$ cat config.mk
export PLATFORM = sky130hd
export DESIGN_NAME = sso_monitor
export DESIGN_NICKNAME = d
export VERILOG_FILES = /design/src/rtl/sso_pkg.sv /design/src/rtl/sso_tick_if.sv /design/src/rtl/sso_us_tick.sv /design/src/rtl/sso_monitor.sv
export VERILOG_INCLUDE_DIRS = /design/src /design/src/rtl
export SDC_FILE = /design/constraint.sdc
export NUM_CORES = 1
export LEC_CHECK = 0
export ABC_AREA = 1
export BUFFER_PORTS_ARGS = -buffer_cell sky130_fd_sc_hd__buf_2
export CORE_MARGIN = 2
export CORE_UTILIZATION = 55
export CTS_CLUSTER_DIAMETER = 30
export CTS_CLUSTER_SIZE = 8
export DETAILED_ROUTE_END_ITERATION = 10
export PLACE_DENSITY = 0.74
export SYNTH_ARGS = -nofsm -noshare
export SYNTH_HDL_FRONTEND = slang
export SYNTH_SLANG_ARGS = --single-unit
$ cat constraint.sdc
create_clock -name clk_i -period 10.25 [get_ports clk_i]
set_input_delay 1.5375 -clock clk_i [delete_from_list [all_inputs] [get_ports clk_i]]
set_output_delay 1.5375 -clock clk_i [all_outputs]
set_load 0.05 [all_outputs]
$ cat src/rtl/sso_cfg.svh
// Notes on behaviour
// - standstill violation latches error, torque off
// - error clears the no-functional-error output
// - request, delay, supervise decel, then pulses off
// - both disable outputs low in the safe state sets safe bit
// - configurable ramp slope, default 1073676289
// - ramp supervision selectable, on by default
// - early limit end selectable, off by default
// - monitoring time in us, default 0
// - request delay in us, default 0
// - early limit time in us, default 0
// - monitoring timer starts after request delay
// - ramp checking starts after request delay
// - ramp starts at active limit, falls at slope
// - ramp at tolerance or time out ends stop
// - speed under tolerance long enough ends early
// - speed above ramp limit means error
// - ramp mode without good encoder means error
// - time only, or time plus ramp supervised
// - time mode: delay plus time, then off
`ifndef SSO_CFG_SVH
`define SSO_CFG_SVH
`define SSO_SLOPE_RST     32'h3fff0001
`define SSO_RAMP_EN_RST   1'b1
`define SSO_EARLY_EN_RST  1'b0
`define SSO_TIME_RST      32'h00000000
`define SSO_A_SLOPE       8'h00
`define SSO_A_CTRL        8'h04
`define SSO_A_TMON        8'h08
`define SSO_A_TDLY        8'h0c
`define SSO_A_TERL        8'h10
`define SSO_A_STAT        8'h14
`define SSO_A_TOL         8'h18
`define SSO_CLK_MHZ       10
`define SSO_US_CYCLES     `SSO_CLK_MHZ
`endif

$ cat src/rtl/sso_pkg.sv
package sso_pkg;
  typedef enum logic [2:0] {
    SSO_IDLE  = 3'b000,
    SSO_DELAY = 3'b001,
    SSO_SUPV  = 3'b010,
    SSO_SAFE  = 3'b011,
    SSO_FAIL  = 3'b100
  } sso_state_e;
  typedef logic [31:0] sso_word_t;
endpackage

$ cat src/rtl/sso_tick_if.sv
`timescale 1ns/1ps
interface sso_tick_if;
  logic us_tick;
  modport src (output us_tick);
  modport dst (input us_tick);
endinterface

$ cat src/rtl/sso_us_tick.sv
`timescale 1ns/1ps
`include "sso_cfg.svh"
module sso_us_tick #(
  parameter int CYCLES = `SSO_US_CYCLES
) (
  input  wire logic clk_i,
  input  wire logic arst_n_i,
  sso_tick_if.src   tick
);
  localparam int W = $clog2(CYCLES + 1);
  logic [W-1:0] cnt_reg;
  logic [W-1:0] cnt_next;
  logic         tick_reg;
  logic         tick_next;
  // refused at elaboration: a zero divider would never produce a tick
  if (CYCLES < 1) begin : g_bad_cycles
    $error("sso_us_tick: CYCLES must be at least 1");
  end
  always_comb begin
    tick_next = 1'b0;
    cnt_next  = cnt_reg + {{(W-1){1'b0}}, 1'b1};
    if (cnt_reg == W'(CYCLES - 1)) begin
      cnt_next  = '0;
      tick_next = 1'b1;
    end
  end
  always_ff @(posedge clk_i or negedge arst_n_i) begin
    if (!arst_n_i) begin
      cnt_reg  <= '0;
      tick_reg <= 1'b0;
    end else begin
      cnt_reg  <= cnt_next;
      tick_reg <= tick_next;
    end
  end
  assign tick.us_tick = tick_reg;
endmodule

$ cat src/rtl/sso_monitor.sv
`timescale 1ns/1ps
`include "sso_cfg.svh"
module sso_monitor #(
  parameter int SW = 32
) (
  input  wire logic          clk_i,
  input  wire logic          arst_n_i,
  input  wire logic [7:0]    addr_i,
  input  wire logic [31:0]   wdata_i,
  input  wire logic          wr_i,
  input  wire logic          rd_i,
  output logic      [31:0]   rdata_o,
  input  wire logic          stop_req_i,
  input  wire logic          ack_i,
  input  wire logic [SW-1:0] speed_i,
  input  wire logic [SW-1:0] speed_limit_i,
  input  wire logic          encoder_ok_i,
  input  wire logic          standstill_viol_i,
  output logic               pulse_hi_en_o,
  output logic               pulse_lo_en_o,
  output logic               safe_state_o,
  output logic               no_functional_error_out_o,
  output logic               fail_o
);
  // ***********************************************
  // register map
  // ***********************************************
  localparam logic [7:0] A_SLOPE = `SSO_A_SLOPE;
  localparam logic [7:0] A_CTRL  = `SSO_A_CTRL;
  localparam logic [7:0] A_TMON  = `SSO_A_TMON;
  localparam logic [7:0] A_TDLY  = `SSO_A_TDLY;
  localparam logic [7:0] A_TERL  = `SSO_A_TERL;
  localparam logic [7:0] A_STAT  = `SSO_A_STAT;
  localparam logic [7:0] A_TOL   = `SSO_A_TOL;

  // refused at elaboration: the tolerance register and read port hold at most one word
  if (SW < 8 || SW > 32) begin : g_bad_width
    $error("sso_monitor: SW must be 8..32");
  end

  sso_tick_if tk ();
  sso_us_tick #(.CYCLES(`SSO_US_CYCLES)) u_tick (
    .clk_i    (clk_i),
    .arst_n_i (arst_n_i),
    .tick     (tk)
  );

  sso_pkg::sso_word_t slope_reg, slope_next;
  sso_pkg::sso_word_t tmon_reg, tmon_next;
  sso_pkg::sso_word_t tdly_reg, tdly_next;
  sso_pkg::sso_word_t terl_reg, terl_next;
  logic [SW-1:0]      tol_reg, tol_next;
  logic               ramp_en_reg, ramp_en_next;
  logic               early_en_reg, early_en_next;
  logic [31:0]        rdata_reg, rdata_next;

  // ***********************************************
  // configuration registers
  // ***********************************************
  always_comb begin
    slope_next    = slope_reg;
    tmon_next     = tmon_reg;
    tdly_next     = tdly_reg;
    terl_next     = terl_reg;
    tol_next      = tol_reg;
    ramp_en_next  = ramp_en_reg;
    early_en_next = early_en_reg;
    if (wr_i) begin
      case (addr_i)
        A_SLOPE: slope_next = wdata_i;
        A_CTRL: begin
          ramp_en_next  = wdata_i[0];
          early_en_next = wdata_i[1];
        end
        A_TMON: tmon_next = wdata_i;
        A_TDLY: tdly_next = wdata_i;
        A_TERL: terl_next = wdata_i;
        A_TOL:  tol_next  = wdata_i[SW-1:0];
        default: begin
        end
      endcase
    end
  end

  always_ff @(posedge clk_i or negedge arst_n_i) begin
    if (!arst_n_i) begin
      slope_reg    <= `SSO_SLOPE_RST;
      tmon_reg     <= `SSO_TIME_RST;
      tdly_reg     <= `SSO_TIME_RST;
      terl_reg     <= `SSO_TIME_RST;
      tol_reg      <= '0;
      ramp_en_reg  <= `SSO_RAMP_EN_RST;
      early_en_reg <= `SSO_EARLY_EN_RST;
    end else begin
      slope_reg    <= slope_next;
      tmon_reg     <= tmon_next;
      tdly_reg     <= tdly_next;
      terl_reg     <= terl_next;
      tol_reg      <= tol_next;
      ramp_en_reg  <= ramp_en_next;
      early_en_reg <= early_en_next;
    end
  end

  // ***********************************************
  // stop sequencing
  // ***********************************************
  sso_pkg::sso_state_e st_reg, st_next;
  logic [31:0]         tim_reg, tim_next;
  logic [31:0]         erl_reg, erl_next;
  logic [SW+31:0]      lim_reg, lim_next;
  logic                phi_reg, phi_next;
  logic                plo_reg, plo_next;
  logic                safe_reg, safe_next;
  logic                nfe_reg, nfe_next;
  logic                fail_reg, fail_next;
  logic [SW+31:0]      speed_x;
  logic [SW+31:0]      tol_x;
  logic [SW+31:0]      dec_x;
  logic                ramp_done;
  logic                viol;

  // slope is per s^2; spread it evenly over each microsecond tick
  assign speed_x = {speed_i, 32'h00000000};
  assign tol_x   = {tol_reg, 32'h00000000};
  assign dec_x   = {{SW{1'b0}}, slope_reg} * (SW + 32)'(4295);
  assign ramp_done = (lim_reg <= tol_x);
  assign viol      = standstill_viol_i;

  always_comb begin
    st_next   = st_reg;
    tim_next  = tim_reg;
    erl_next  = erl_reg;
    lim_next  = lim_reg;
    phi_next  = 1'b1;
    plo_next  = 1'b1;
    case (st_reg)
      sso_pkg::SSO_IDLE: begin
        if (stop_req_i) begin
          tim_next = '0;
          if (ramp_en_reg && !encoder_ok_i) begin
            st_next = sso_pkg::SSO_FAIL;
          end else begin
            st_next = sso_pkg::SSO_DELAY;
          end
        end
      end
      sso_pkg::SSO_DELAY: begin
        if (tk.us_tick) begin
          tim_next = tim_reg + 32'h00000001;
        end
        if (tim_reg >= tdly_reg) begin
          st_next  = sso_pkg::SSO_SUPV;
          tim_next = '0;
          erl_next = '0;
          lim_next = {speed_limit_i, 32'h00000000};
        end
      end
      sso_pkg::SSO_SUPV: begin
        if (tk.us_tick) begin
          tim_next = tim_reg + 32'h00000001;
          if (ramp_en_reg) begin
            lim_next = (lim_reg > dec_x) ? lim_reg - dec_x : '0;
          end
        end
        if (ramp_en_reg) begin
          if (speed_x < tol_x) begin
            if (tk.us_tick) begin
              erl_next = erl_reg + 32'h00000001;
            end
          end else begin
            erl_next = '0;
          end
        end
        if (ramp_en_reg && (!encoder_ok_i || speed_x > lim_reg)) begin
          st_next = sso_pkg::SSO_FAIL;
        end else if (tim_reg >= tmon_reg) begin
          st_next = sso_pkg::SSO_SAFE;
        end else if (ramp_en_reg && ramp_done) begin
          st_next = sso_pkg::SSO_SAFE;
        end else if (ramp_en_reg && early_en_reg && speed_x < tol_x && erl_reg >= terl_reg) begin
          st_next = sso_pkg::SSO_SAFE;
        end
      end
      sso_pkg::SSO_SAFE: begin
        phi_next = 1'b0;
        plo_next = 1'b0;
        if (!stop_req_i) begin
          st_next = sso_pkg::SSO_IDLE;
        end
      end
      sso_pkg::SSO_FAIL: begin
        phi_next = 1'b0;
        plo_next = 1'b0;
        if (ack_i && !viol && !stop_req_i) begin
          st_next = sso_pkg::SSO_IDLE;
        end
      end
      default: begin
        st_next = sso_pkg::SSO_FAIL;
      end
    endcase
    if (viol && st_reg != sso_pkg::SSO_FAIL) begin
      st_next  = sso_pkg::SSO_FAIL;
      phi_next = 1'b0;
      plo_next = 1'b0;
    end
    if (st_next == sso_pkg::SSO_FAIL || st_next == sso_pkg::SSO_SAFE) begin
      phi_next = 1'b0;
      plo_next = 1'b0;
    end
    safe_next = !phi_reg && !plo_reg && st_reg == sso_pkg::SSO_SAFE;
    nfe_next  = (st_next != sso_pkg::SSO_FAIL);
    fail_next = (st_next == sso_pkg::SSO_FAIL);
  end

  always_ff @(posedge clk_i or negedge arst_n_i) begin
    if (!arst_n_i) begin
      st_reg   <= sso_pkg::SSO_IDLE;
      tim_reg  <= '0;
      erl_reg  <= '0;
      lim_reg  <= '0;
      phi_reg  <= 1'b1;
      plo_reg  <= 1'b1;
      safe_reg <= 1'b0;
      nfe_reg  <= 1'b1;
      fail_reg <= 1'b0;
    end else begin
      st_reg   <= st_next;
      tim_reg  <= tim_next;
      erl_reg  <= erl_next;
      lim_reg  <= lim_next;
      phi_reg  <= phi_next;
      plo_reg  <= plo_next;
      safe_reg <= safe_next;
      nfe_reg  <= nfe_next;
      fail_reg <= fail_next;
    end
  end

  // ***********************************************
  // read port
  // ***********************************************
  always_comb begin
    rdata_next = 32'h00000000;
    if (rd_i) begin
      case (addr_i)
        A_SLOPE: rdata_next = slope_reg;
        A_CTRL:  rdata_next = {30'h00000000, early_en_reg, ramp_en_reg};
        A_TMON:  rdata_next = tmon_reg;
        A_TDLY:  rdata_next = tdly_reg;
        A_TERL:  rdata_next = terl_reg;
        A_STAT:  rdata_next = {25'h0000000, st_reg, plo_reg, phi_reg, nfe_reg, safe_reg};
        A_TOL:   rdata_next = 32'(tol_reg);
        default: rdata_next = 32'h00000000;
      endcase
    end
  end

  always_ff @(posedge clk_i or negedge arst_n_i) begin
    if (!arst_n_i) begin
      rdata_reg <= 32'h00000000;
    end else begin
      rdata_reg <= rdata_next;
    end
  end

  assign rdata_o                   = rdata_reg;
  assign pulse_hi_en_o             = phi_reg;
  assign pulse_lo_en_o             = plo_reg;
  assign safe_state_o              = safe_reg;
  assign no_functional_error_out_o = nfe_reg;
  assign fail_o                    = fail_reg;
endmodule

# [After elaboration in Yosys (flattened, before gate mapping)]
# Cells that the tools add are included.
[totals] ramBits=0 word_cells=112 romBits=0 mem_count=0 inputBits=112 latch_bits=0 regBits=334
[op_classes] n_shift=0 order_cmp=7 addsub=4 bitwise=0 multipliers=1 n_reduce_logical=30 n_eq_ne=20 n_div=0 muxes=32
[op_table] cell="$mux 32" n=8
[op_table] cell="$mux 64" n=4
[op_table] cell="$pmux 32 s7" n=1
[op_table] cell="$pmux 64 s2" n=1
[op_table] cell="$ge 32x32->1" n=3
[op_table] cell="$pmux 32 s3" n=1
[op_table] cell="$add 32x1->32 const B" n=2
[op_table] cell="$gt 64x45->1" n=1
[op_table] cell="$gt 64x64->1" n=1
[op_table] cell="$le 64x64->1" n=1
[op_table] cell="$lt 64x64->1" n=1
[op_table] cell="$pmux 32 s2" n=1
[op_table] cell="$sub 64x45->64" n=1
[op_table] cell="$mul 32x13->45 const B" n=1
[op_table] cell="$mux 3" n=10
[op_table] cell="$eq 8x5->1 const B" n=3
[op_table] cell="$eq 8x4->1 const B" n=2
[op_table] cell="$pmux 3 s5" n=1
[op_table] cell="$reduce_and 2->1" n=7
[op_table] cell="$logic_and 1x1->1" n=10
[op_table] cell="$eq 3x2->1 const B" n=3
[op_table] cell="$eq 8x3->1 const B" n=1
[op_table] cell="$logic_not 8->1" n=1
[op_table] cell="$reduce_and 4->1" n=2
[op_table] cell="16 further kinds" n=27

# [Longest topological paths before layout]
# Gate-level depths: netlist (run 1).
[logic_depth] depth_word=12 mapped_depth=39 depth_no_buf=39

# [Modules after synthesis]
# From an unflattened synthesis (run 1), not the netlist that was laid out.
[unflattened] hier_cells=4092 area_unflattened_um2=30546.8
[modules_own_cells] module="sso_monitor" cells_per_inst=4071 area_each_um2=30345.4 instances=1
[modules_own_cells] module="sso_us_tick" cells_per_inst=21 area_each_um2=201.4 instances=1

# [Worst setup path before layout (run 1)]
# OpenSTA, ideal clock, no wires.
[synth_timing] kind="register to register" from="reg slope_reg[8]" to="reg lim_reg[10]" synth_period_minus_slack_ns=5.953 path_stages_with_launch=34 setup_slack_ns=4.297 t_arrival_ns=5.824 n_path_buf=1 cell_sequence="dfrtp_1 -> ha_1 -> inv_1 -> fa_1 -> inv_1 -> ha_1 -> fa_1 -> inv_1 -> fa_1 -> inv_1 -> ha_1 -> a21oi_1 -> nor2_1 -> o21ai_0 -> nand2_1 -> nand2_1 -> nand3_1 -> a21boi_0 -> o21ai_1 -> nand2_1 -> nand2_1 -> xnor2_1 -> ha_1 -> inv_1 -> o21ai_0 -> a21oi_1 -> o21ai_0 -> a21oi_1 -> nand3b_2 -> nand3_4 -> inv_4 -> nand2_4 -> buf_6 -> o22ai_2"
[synth_via] elab_chain_len=6 word_cells_on_any_way=7 cone_classes="1 x add/sub; 1 x mul; 1 x order compare; 4 x mux"
[synth_rtl] element="start, declared" line="sso_monitor.sv:48" source="sso_pkg::sso_word_t slope_reg, slope_next;"
[synth_rtl] element="start signal, assigned" line="sso_monitor.sv:87" source="slope_reg <= `SSO_SLOPE_RST;"
[synth_rtl] element="start signal, assigned" line="sso_monitor.sv:95" source="slope_reg <= slope_next;"
[synth_rtl] element="$mul 32x13->45 *" line="sso_monitor.sv:126" source="assign dec_x = {{SW{1'b0}}, slope_reg} * (SW + 32)'(4295);"
[synth_rtl] element="$sub 64x45->64 or $gt 64x45->1 (tied branches)" line="sso_monitor.sv:163" source="lim_next = (lim_reg > dec_x) ? lim_reg - dec_x : '0;"
[synth_rtl] element="$mux 64 *" line="sso_monitor.sv:163"
[synth_rtl] element="$mux 64 *" line="sso_monitor.sv:162" source="if (ramp_en_reg) begin"
[synth_rtl] element="$mux 64 *" line="sso_monitor.sv:160" source="if (tk.us_tick) begin"
[synth_rtl] element="$pmux 64 s2 *" line="sso_monitor.sv:137" source="case (st_reg)"
[synth_rtl] element="end signal, assigned" line="sso_monitor.sv:232" source="lim_reg <= lim_next;"
[synth_rtl] element="end, declared" line="sso_monitor.sv:111" source="logic [SW+31:0] lim_reg, lim_next;"
# Mark *: on every way between the ends. The rest lies on a longest branch, timed or not. The select of a mux whose other input is x is not followed.
# A chain may end at the register's enable or synchronous reset.

# [Worst setup path in the final report (run 1)]
[layout_timing] from="reg slope_reg[16]" to="reg lim_reg[27]"
# Same word-level chain as after synthesis.

==> run_results.csv, run 1 <==
group,metric,value,unit
floorplan,floorplan.die.height,240.3,um
yosys,post_synth_inst_count,4067,
power_and_ir_drop,comb_power_share,0.375,
floorplan,fp-row-count,86,
cts,clkSlewWorstSetupHoldPaths,0.04,ns
grt,wire_length_of_the_first_global_routing_pass,147300,um
timing,timing_hold_violations_final,0,
power_and_ir_drop,power,0.006848,W
drt,drt_first_pass_iters,7,
final_layout,max_ffs_per_register,64,
yosys,yosys_register_bits,334,
final_layout,layout_commonest_cell,"sky130_fd_sc_hd__inv_1",
yosys,synth_top_area_cell,"sky130_fd_sc_hd__dfrtp_1",
power_and_ir_drop,power.clock.fraction,0.376,
timing,max_slew.worst_pin.slew,1.189,ns
timing,fin_tns_setup,0,ns
flow_run,drv_cap,0,
yosys,average_cell_area_after_synthesis,7.550,um2
drt,route.vias.total,28080,
final_layout,layout_common_cells,"sky130_fd_sc_hd__inv_1, sky130_fd_sc_hd__nand2_1, sky130_fd_sc_hd__ha_1",
drt,initialDrtViolationCount,2232,
yosys,number_of_warnings_reported_in_the_yosys_synthesis_log,0,
critical_path,critical_path_arrival,7.99,ns
critical_path,critical-path-top-cell-by-count,"sky130_fd_sc_hd__inv_1",
critical_path,worstPathRequired,10.70,ns
critical_path,crit_path_max_incr_delay,0.66,ns
grt,grt_usage,0.3315,
final_layout,num_antenna_cells,0,
final_layout,area_growth_syn_to_layout,13.70,%
drt,route.detailed.wl_per_inst,18.74,um
grt,global_route.overflow_total,0,
cts,clock_latency,0.63,ns
place,io_buffers,148,
final_layout,finish.cell_count_without_fillers,5046,
drt,detail-route-antenna-nets,0,
grt,grt_pass1_vias,27400,
power_and_ir_drop,cellPowerDensity,196.2,nW/um2
cts,cts_setup_buffers,0,
yosys,synth_fp_nets,4683,
final_layout,fin_nets,4849,
yosys,postSynth.topFlopCell,"sky130_fd_sc_hd__dfrtp_1",
critical_path,path_buf_inv,6,
floorplan,start_util,0.5573,
drt,drt_wl_total,94550,um
drt,avgViaCountPerCell,5.564,
critical_path,path_class,"reg -> reg",
timing,slew_limit_fails,0,
power_and_ir_drop,cellLeakagePower,17.72,nW
timing,final_setup_margin,2.710,ns
floorplan,dieWidth,240.3,um
power_and_ir_drop,internal-power,0.004095,W
timing,setup_violations,0,
critical_path,worst-path-max-fanout,32,
yosys,synthArstFlopShare,1.000,
power_and_ir_drop,power.net_switching,0.002753,W
power_and_ir_drop,sequentialPowerShare,0.249,
power_and_ir_drop,peakVddDrop,144.8,uV
timing,period_needed,7.540,ns
critical_path,crit_slowest_cell,"sky130_fd_sc_hd__dfstp_2",
outcome,outcome,"completed",
place,preCtsSetupSlack,2.859,ns
place,dpl.hpwl,74690,um
yosys,synthDistinctLibCells,58,
yosys,synth_edf_count,0,
yosys,synth_seq_area_share,0.2729,
cts,cts_resized,0,
place,place_inst,4898,
timing,max_freq,132.6,MHz
critical_path,path_depth,33,
critical_path,critPathLaunchType,"flop",
cts,tritoncts,"yes",
timing,fin_skew,0.02939,ns
timing,rsz0062_at_grt,"false",
floorplan,top_level_ports,149,
yosys,synth_top_cells_by_area,"sky130_fd_sc_hd__dfrtp_1, sky130_fd_sc_hd__ha_1, sky130_fd_sc_hd__inv_1",
power_and_ir_drop,power.share.switching,0.4020,
final_layout,layout-drive-gt1-share,0.09795,
critical_path,critical_path.top_delay_family,"adder cells",
place,finalWeightedCongestion,1.003,
timing,post-route-period-util,0.7356,
cts,max-clock-path-buffers,3,
grt,largest_net_degree_at_the_start_of_global_routing,99,
grt,initial_antenna_violation_count,1,
timing,timing.slew.headroom,0.2067,
cts,hold_buffers,0,
floorplan,fp.coreArea,55090,um2
worst_hold_path,worstHoldPathCells,2,
critical_path,worst-r2r-cell-count,33,
critical_path,critical_path.endpoint_type,"flop",
cts,cts_buffers,81,
cts,clock-root-buffer,"sky130_fd_sc_hd__clkbuf_16",
cts,cts_sinks,334,
yosys,syn_area,30700,um2
worst_hold_path,type_of_the_worst_min_delay_path,"reg -> reg",
drt,post-route-drc-count,0,
cts,htree_levels,3,
yosys,netlist.area_leader.share,0.2575,
floorplan,dieArea,57730,um2
## logic make-up after synthesis
family	Yosys count	synth area share
buffers and inverters	894	0.1132
AOI/OAI and AO/OA	798	0.1512
and+or+nand+nor	1414	0.1956
adders and majority gates	504	0.2320
xor gates and xnor gates	123	0.03509
DFF	334	0.2729
## per-layer routing
layer | part of all wire | GRT usage | vias to the layer above
met5 | 0 | 0 | -
met4 | 0.056 | 0.1675 | 0
met3 | 0.074 | 0.05913 | 274
met2 | 0.45 | 0.5367 | 1119
met1 | 0.42 | 0.4267 | 13160
li1 | - | - | 13520
## worst reg2reg max path: cells and delay by family (launching register included)
family / cells / cell delay (ns)
fa+ha+maj: 7 / 2.63
simple gates: 12 / 1.72
compound gates: 8 / 1.79
buf+inv: 6 / 0.56
flops: 1 / 0.66
## power by group through the flow
stage | combinational, W | clock (W) | sequential, W
after global placement | 0.00248 | 0 | 0.00171
after CTS | 0.00254 | 0.00260 | 0.00169
final | 0.00257 | 0.00258 | 0.00170
after floorplan | 0.00186 | 0 | 0.00163
after detailed placement | 0.00251 | 0 | 0.00171
after global routing | 0.00289 | 0.00267 | 0.00171
## layout make-up
| cell class | count | area [um2] |
|---|---|---|
| clock inverter | 36 | 446.7 |
| clock buffer | 112 | 2345 |
| inverter | 812 | 3052 |
| multi-input combinational | 2839 | 18870 |
| sequential | 334 | 8381 |
| tap | 748 | 935.9 |
| fill | 4940 | 20180 |
| timing repair buffer | 165 | 878.3 |
## synth_stat cells (6+ instances only)
cell type	number
sky130_fd_sc_hd__a21boi_1	19
sky130_fd_sc_hd__a21o_1	14
sky130_fd_sc_hd__a21oi_1	282
sky130_fd_sc_hd__a221oi_1	27
sky130_fd_sc_hd__a31oi_1	23
sky130_fd_sc_hd__and3_1	6
sky130_fd_sc_hd__buf_2	13
sky130_fd_sc_hd__buf_6	9
sky130_fd_sc_hd__clkbuf_1	52
sky130_fd_sc_hd__dfrtp_1	316
sky130_fd_sc_hd__dfstp_2	18
sky130_fd_sc_hd__fa_1	109
sky130_fd_sc_hd__ha_1	395
sky130_fd_sc_hd__inv_1	797
sky130_fd_sc_hd__inv_2	11
sky130_fd_sc_hd__nand2_1	781
sky130_fd_sc_hd__nand3_1	97
sky130_fd_sc_hd__nand3_2	9
sky130_fd_sc_hd__nand3b_1	7
sky130_fd_sc_hd__nand4_1	36
sky130_fd_sc_hd__nor2_1	331
sky130_fd_sc_hd__nor3_1	85
sky130_fd_sc_hd__nor3b_1	6
sky130_fd_sc_hd__nor4_1	22
sky130_fd_sc_hd__o21a_1	15
sky130_fd_sc_hd__o21ai_0	298
sky130_fd_sc_hd__o21ai_1	14
sky130_fd_sc_hd__o21ai_2	7
sky130_fd_sc_hd__o21bai_1	11
sky130_fd_sc_hd__o22ai_1	37
sky130_fd_sc_hd__o22ai_2	32
sky130_fd_sc_hd__xnor2_1	52
sky130_fd_sc_hd__xor2_1	71
## per-stage QoR
stage               hold WS (ns)  cell area, um2    util
global placement          0.4654           32120  0.5830
floorplan                 0.4530           30700       -
global route              0.4950           34910  0.6337
detailed placement        0.4727           32120  0.5830
finish                    0.4804           34910  0.6337
CTS                       0.4838           34910  0.6337
## final timing paths
kind	from	endpoint	slack (ns)
worst max-delay path	slope_reg[16]	lim_reg[27]	2.71
worst min-delay path	terl_reg[17]	terl_reg[17]	0.48
worst max register to register	slope_reg[16]	lim_reg[27]	2.71
worst min register to register	terl_reg[17]	terl_reg[17]	0.48
max in group asynchronous	arst_n_i	rdata_o[21]	7.10
min in group asynchronous	arst_n_i	lim_reg[9]	0.96
Power figures use the tool's default switching activity.
==> inputs of run 2 (changes only) <==
--- a/config.mk
+++ b/config.mk
@@ -6,14 +6,14 @@
 export SDC_FILE = /design/constraint.sdc
 export NUM_CORES = 1
 export LEC_CHECK = 0
-export ABC_AREA = 1
+export ABC_AREA = 0
 export BUFFER_PORTS_ARGS = -buffer_cell sky130_fd_sc_hd__buf_2
 export CORE_MARGIN = 2
 export CORE_UTILIZATION = 55
 export CTS_CLUSTER_DIAMETER = 30
 export CTS_CLUSTER_SIZE = 8
 export DETAILED_ROUTE_END_ITERATION = 10
-export PLACE_DENSITY = 0.74
+export PLACE_DENSITY = 0.77
 export SYNTH_ARGS = -nofsm -noshare
 export SYNTH_HDL_FRONTEND = slang
 export SYNTH_SLANG_ARGS = --single-unit
==> constraint.sdc (replaced) <==
create_clock -name clk_i -period 6.56 [get_ports clk_i]
set_input_delay 0.984 -clock clk_i [delete_from_list [all_inputs] [get_ports clk_i]]
set_output_delay 0.984 -clock clk_i [all_outputs]
set_load 0.05 [all_outputs]
==> run 2 against run 1 <==
  * Sequential share of layout area fell by 1.5 points
  * Global-route usage is 1.4 points higher
  * Non-clock buffer count is 369 higher
  * Critical path depth is 4 higher
  * Worst setup slack lost 3.6 ns
  * Die area down 5.4%
  * The run now ends with negative setup slack left
  * Largest power group unchanged
  * Register-to-register slack got worse by 3.6 ns
  * Utilization grew 7.8 points
  * Clock power up 67%
==> run_results.csv, run 2 <==
group,metric,value,unit
outcome,outcome,"finished with violations",
outcome,violations,"negative setup slack",
power_and_ir_drop,sequentialPowerShare,0.253,
drt,drt_first_pass_iters,6,
drt,avgViaCountPerCell,6.053,
cts,max-clock-path-buffers,3,
drt,post-route-drc-count,0,
final_layout,layout-drive-gt1-share,0.2663,
yosys,netlist.area_leader.share,0.2726,
cts,cts_sinks,334,
timing,post-route-period-util,1.136,
power_and_ir_drop,power.clock.fraction,0.496,
yosys,synth_seq_area_share,0.2889,
final_layout,fillers,3645,
grt,global_route.overflow_total,0,
power_and_ir_drop,cellLeakagePower,19.49,nW
cts,clock_latency,0.64,ns
grt,grt_pass1_vias,27090,
timing,rsz0062_at_grt,"true",
yosys,synth_top_area_cell,"sky130_fd_sc_hd__dfrtp_1",
place,preCtsSetupSlack,-0.9021,ns
drt,drt_wl_total,95460,um
yosys,postSynth.topFlopCell,"sky130_fd_sc_hd__dfrtp_1",
place,finalWeightedCongestion,0.9846,
final_layout,max_ffs_per_register,64,
final_layout,layout_commonest_cell,"sky130_fd_sc_hd__inv_1",
timing,period_needed,7.451,ns
final_layout,finish.cell_count_without_fillers,4425,
drt,route.vias.total,26780,
yosys,post_synth_inst_count,3158,
drt,detail-route-antenna-nets,0,
final_layout,final-seq-area,8386,um2
worst_hold_path,type_of_the_worst_min_delay_path,"in -> async",
grt,wire_length_of_the_first_global_routing_pass,146000,um
yosys,syn_area,29010,um2
critical_path,worst-path-max-fanout,6,
yosys,synth_edf_count,0,
timing,max_freq,134.2,MHz
timing,timing_hold_violations_final,0,
floorplan,fp-row-count,84,
cts,tritoncts,"yes",
drt,route.detailed.wl_per_inst,21.57,um
power_and_ir_drop,power.net_switching,0.002634,W
power_and_ir_drop,internal-power,0.006036,W
place,io_buffers,148,
final_layout,area_of_all_placed_cells_without_fillers,37240,um2
grt,initial_antenna_violation_count,0,
cts,cts_buffers,81,
critical_path,worstPathRequired,7.06,ns
cts,clkSlewWorstSetupHoldPaths,0.04,ns
flow_run,drv_cap,0,
yosys,number_of_warnings_reported_in_the_yosys_synthesis_log,0,
floorplan,top_level_ports,149,
final_layout,postLayoutCoreUtil,0.7114,
yosys,synth_top_cells_by_area,"sky130_fd_sc_hd__dfrtp_1, sky130_fd_sc_hd__ha_1, sky130_fd_sc_hd__fa_1",
final_layout,multiInputGateArea,19390,um2
floorplan,dieWidth,233.7,um
final_layout,area_growth_syn_to_layout,28.35,%
timing,timing.slew.headroom,0.2385,
power_and_ir_drop,power.share.switching,0.3038,
critical_path,critical_path.endpoint_type,"flop",
final_layout,num_antenna_cells,0,
critical_path,crit_path_max_incr_delay,0.52,ns
grt,grt_usage,0.3453,
yosys,synthArstFlopShare,1.000,
cts,hold_buffers,0,
final_layout,layout_common_cells,"sky130_fd_sc_hd__inv_1, sky130_fd_sc_hd__ha_1, sky130_fd_sc_hd__buf_4",
timing,slew_limit_fails,0,
yosys,average_cell_area_after_synthesis,9.187,um2
cts,clock-root-buffer,"sky130_fd_sc_hd__clkbuf_16",
critical_path,critical_path_arrival,7.95,ns
floorplan,floorplan.die.height,233.7,um
power_and_ir_drop,power,0.008670,W
critical_path,crit_slowest_cell,"sky130_fd_sc_hd__fa_1",
final_layout,fin_nets,4286,
place,dpl.hpwl,69610,um
power_and_ir_drop,cellPowerDensity,232.8,nW/um2
floorplan,fp.coreArea,52340,um2
critical_path,critPathLaunchType,"flop",
yosys,netlist_top_cells_count,"sky130_fd_sc_hd__inv_1, sky130_fd_sc_hd__ha_1, sky130_fd_sc_hd__dfrtp_1, sky130_fd_sc_hd__nand2_1, sky130_fd_sc_hd__nor2_1",
yosys,synth_most_common_cell,"sky130_fd_sc_hd__inv_1",
cts,htree_levels,3,
timing,setup_violations,64,
critical_path,critical_path.reg2reg.startpoint,"slope_reg[6]",
power_and_ir_drop,comb_power_share,0.251,
place,placedInstanceArea,33030,um2
yosys,synth_fp_nets,3774,
critical_path,critical_path.top_delay_family,"compound AO/OA/AOI/OAI gates",
yosys,yosys_register_bits,334,
critical_path,worstSetupStartpoint,"slope_reg[6]",
timing,final_setup_margin,-0.8910,ns
critical_path,path_buf_inv,10,
power_and_ir_drop,peakVddDrop,223.3,uV
drt,initialDrtViolationCount,2751,
yosys,synthDistinctLibCells,86,
critical_path,path_class,"reg -> reg",
place,place_inst,4227,
floorplan,start_util,0.5543,
floorplan,dieArea,54600,um2
timing,fin_skew,0.04770,ns
timing,max_slew.worst_pin.slew,1.114,ns
grt,largest_net_degree_at_the_start_of_global_routing,161,
run 2: cell count changes in the layout (fill, tap and decap cells not counted), moves of 41 or more:
cell                      before  now
sky130_fd_sc_hd__nor3_1       85   25
sky130_fd_sc_hd__a21o_1       14  126
sky130_fd_sc_hd__mux2i_1       0   41
sky130_fd_sc_hd__buf_4        17  359
sky130_fd_sc_hd__nor2_1      330  166
sky130_fd_sc_hd__mux2_2        0  132
sky130_fd_sc_hd__inv_1       797  481
sky130_fd_sc_hd__o21ai_0     297  143
sky130_fd_sc_hd__a21oi_1     282  131
sky130_fd_sc_hd__nand2_1     776  225
run 2: final timing paths:
check / slack (ns) / endpoint / cells past startpoint
setup / recovery: -0.89 / lim_reg[48] / 37
hold / removal: 0.34 / slope_reg[4] / 1
setup reg to reg: -0.89 / lim_reg[48] / 37
hold reg to reg: 0.50 / tmon_reg[1] / 1
max in group asynchronous: 4.80 / slope_reg[31] / 2
min in group clk_i: 0.50 / tmon_reg[1] / 1
run 2: kinds of logic (layout without fill, tap and decap cells):
kind of cell / after synthesis / count (layout) / share of synthesized area
multiplexers: 173 / 173 / 0.06538
AND/OR/NAND/NOR: 733 / 733 / 0.1234
XOR/XNOR: 115 / 115 / 0.03472
flip-flops: 334 / 334 / 0.2889
adder cells (fa/ha/maj): 504 / 504 / 0.2456
buffers and inverters: 593 / 1172 / 0.07785
AO/OA/AOI/OAI: 706 / 706 / 0.1642
run 2: layout make-up:
class | count | share of cell area
clock inverter | 46 | 0.01929
inverter | 488 | 0.04919
sequential | 334 | 0.2252
multi-input combinational | 2231 | 0.5207
clock buffer | 104 | 0.05971
timing repair buffer | 534 | 0.1028
tap | 688 | 0.02312
run 2: worst register-to-register path: cells and delay by family (launching register included):
| kind | cells | cell delay, ns |
|---|---|---|
| compound gates | 15 | 2.77 |
| fa+ha+maj | 7 | 2.57 |
| buf+inv | 10 | 1.09 |
| flops | 1 | 0.45 |
| simple gates | 4 | 0.27 |
| xor+xnor | 1 | 0.19 |
run 2: routing by layer:
| metal | up-vias | wire, um | GRT usage |
|---|---|---|---|
| met5 | - | 0 | 0 |
| met4 | 0 | 4575 | 0.1663 |
| met3 | 322 | 8308 | 0.07971 |
| met2 | 1345 | 44230 | 0.5566 |
| met1 | 13020 | 38350 | 0.4374 |
| li1 | 12100 | - | - |
run 2: power by group through the flow:
stage	Sequential [W]	Clock [W]	Combinational, W
CTS	0.00219	0.00432	0.00208
global route	0.00220	0.00444	0.00238
finish	0.00219	0.00430	0.00217
detailed placement	0.00222	0	0.00199
floorplan	0.00221	0	0.00114
global placement	0.00221	0	0.00195
run 2: per-stage QoR:
| step | setup TNS (ns) | hold slack, ns |
|---|---|---|
| after floorplan | -5.324 | 0.4663 |
| after global placement | -41.78 | 0.4850 |
| after detailed placement | -46.69 | 0.4893 |
| after CTS | -36.86 | 0.3659 |
| after global routing | -63.70 | 0.3738 |
| final | -49.74 | 0.3415 |
run 2: timing repair:
item	in CTS	in global routing
endpoints found under the setup margin	64	64
setup buffers	30	18
cloned	3	0
resized for setup	112	52
pin swaps	66	60
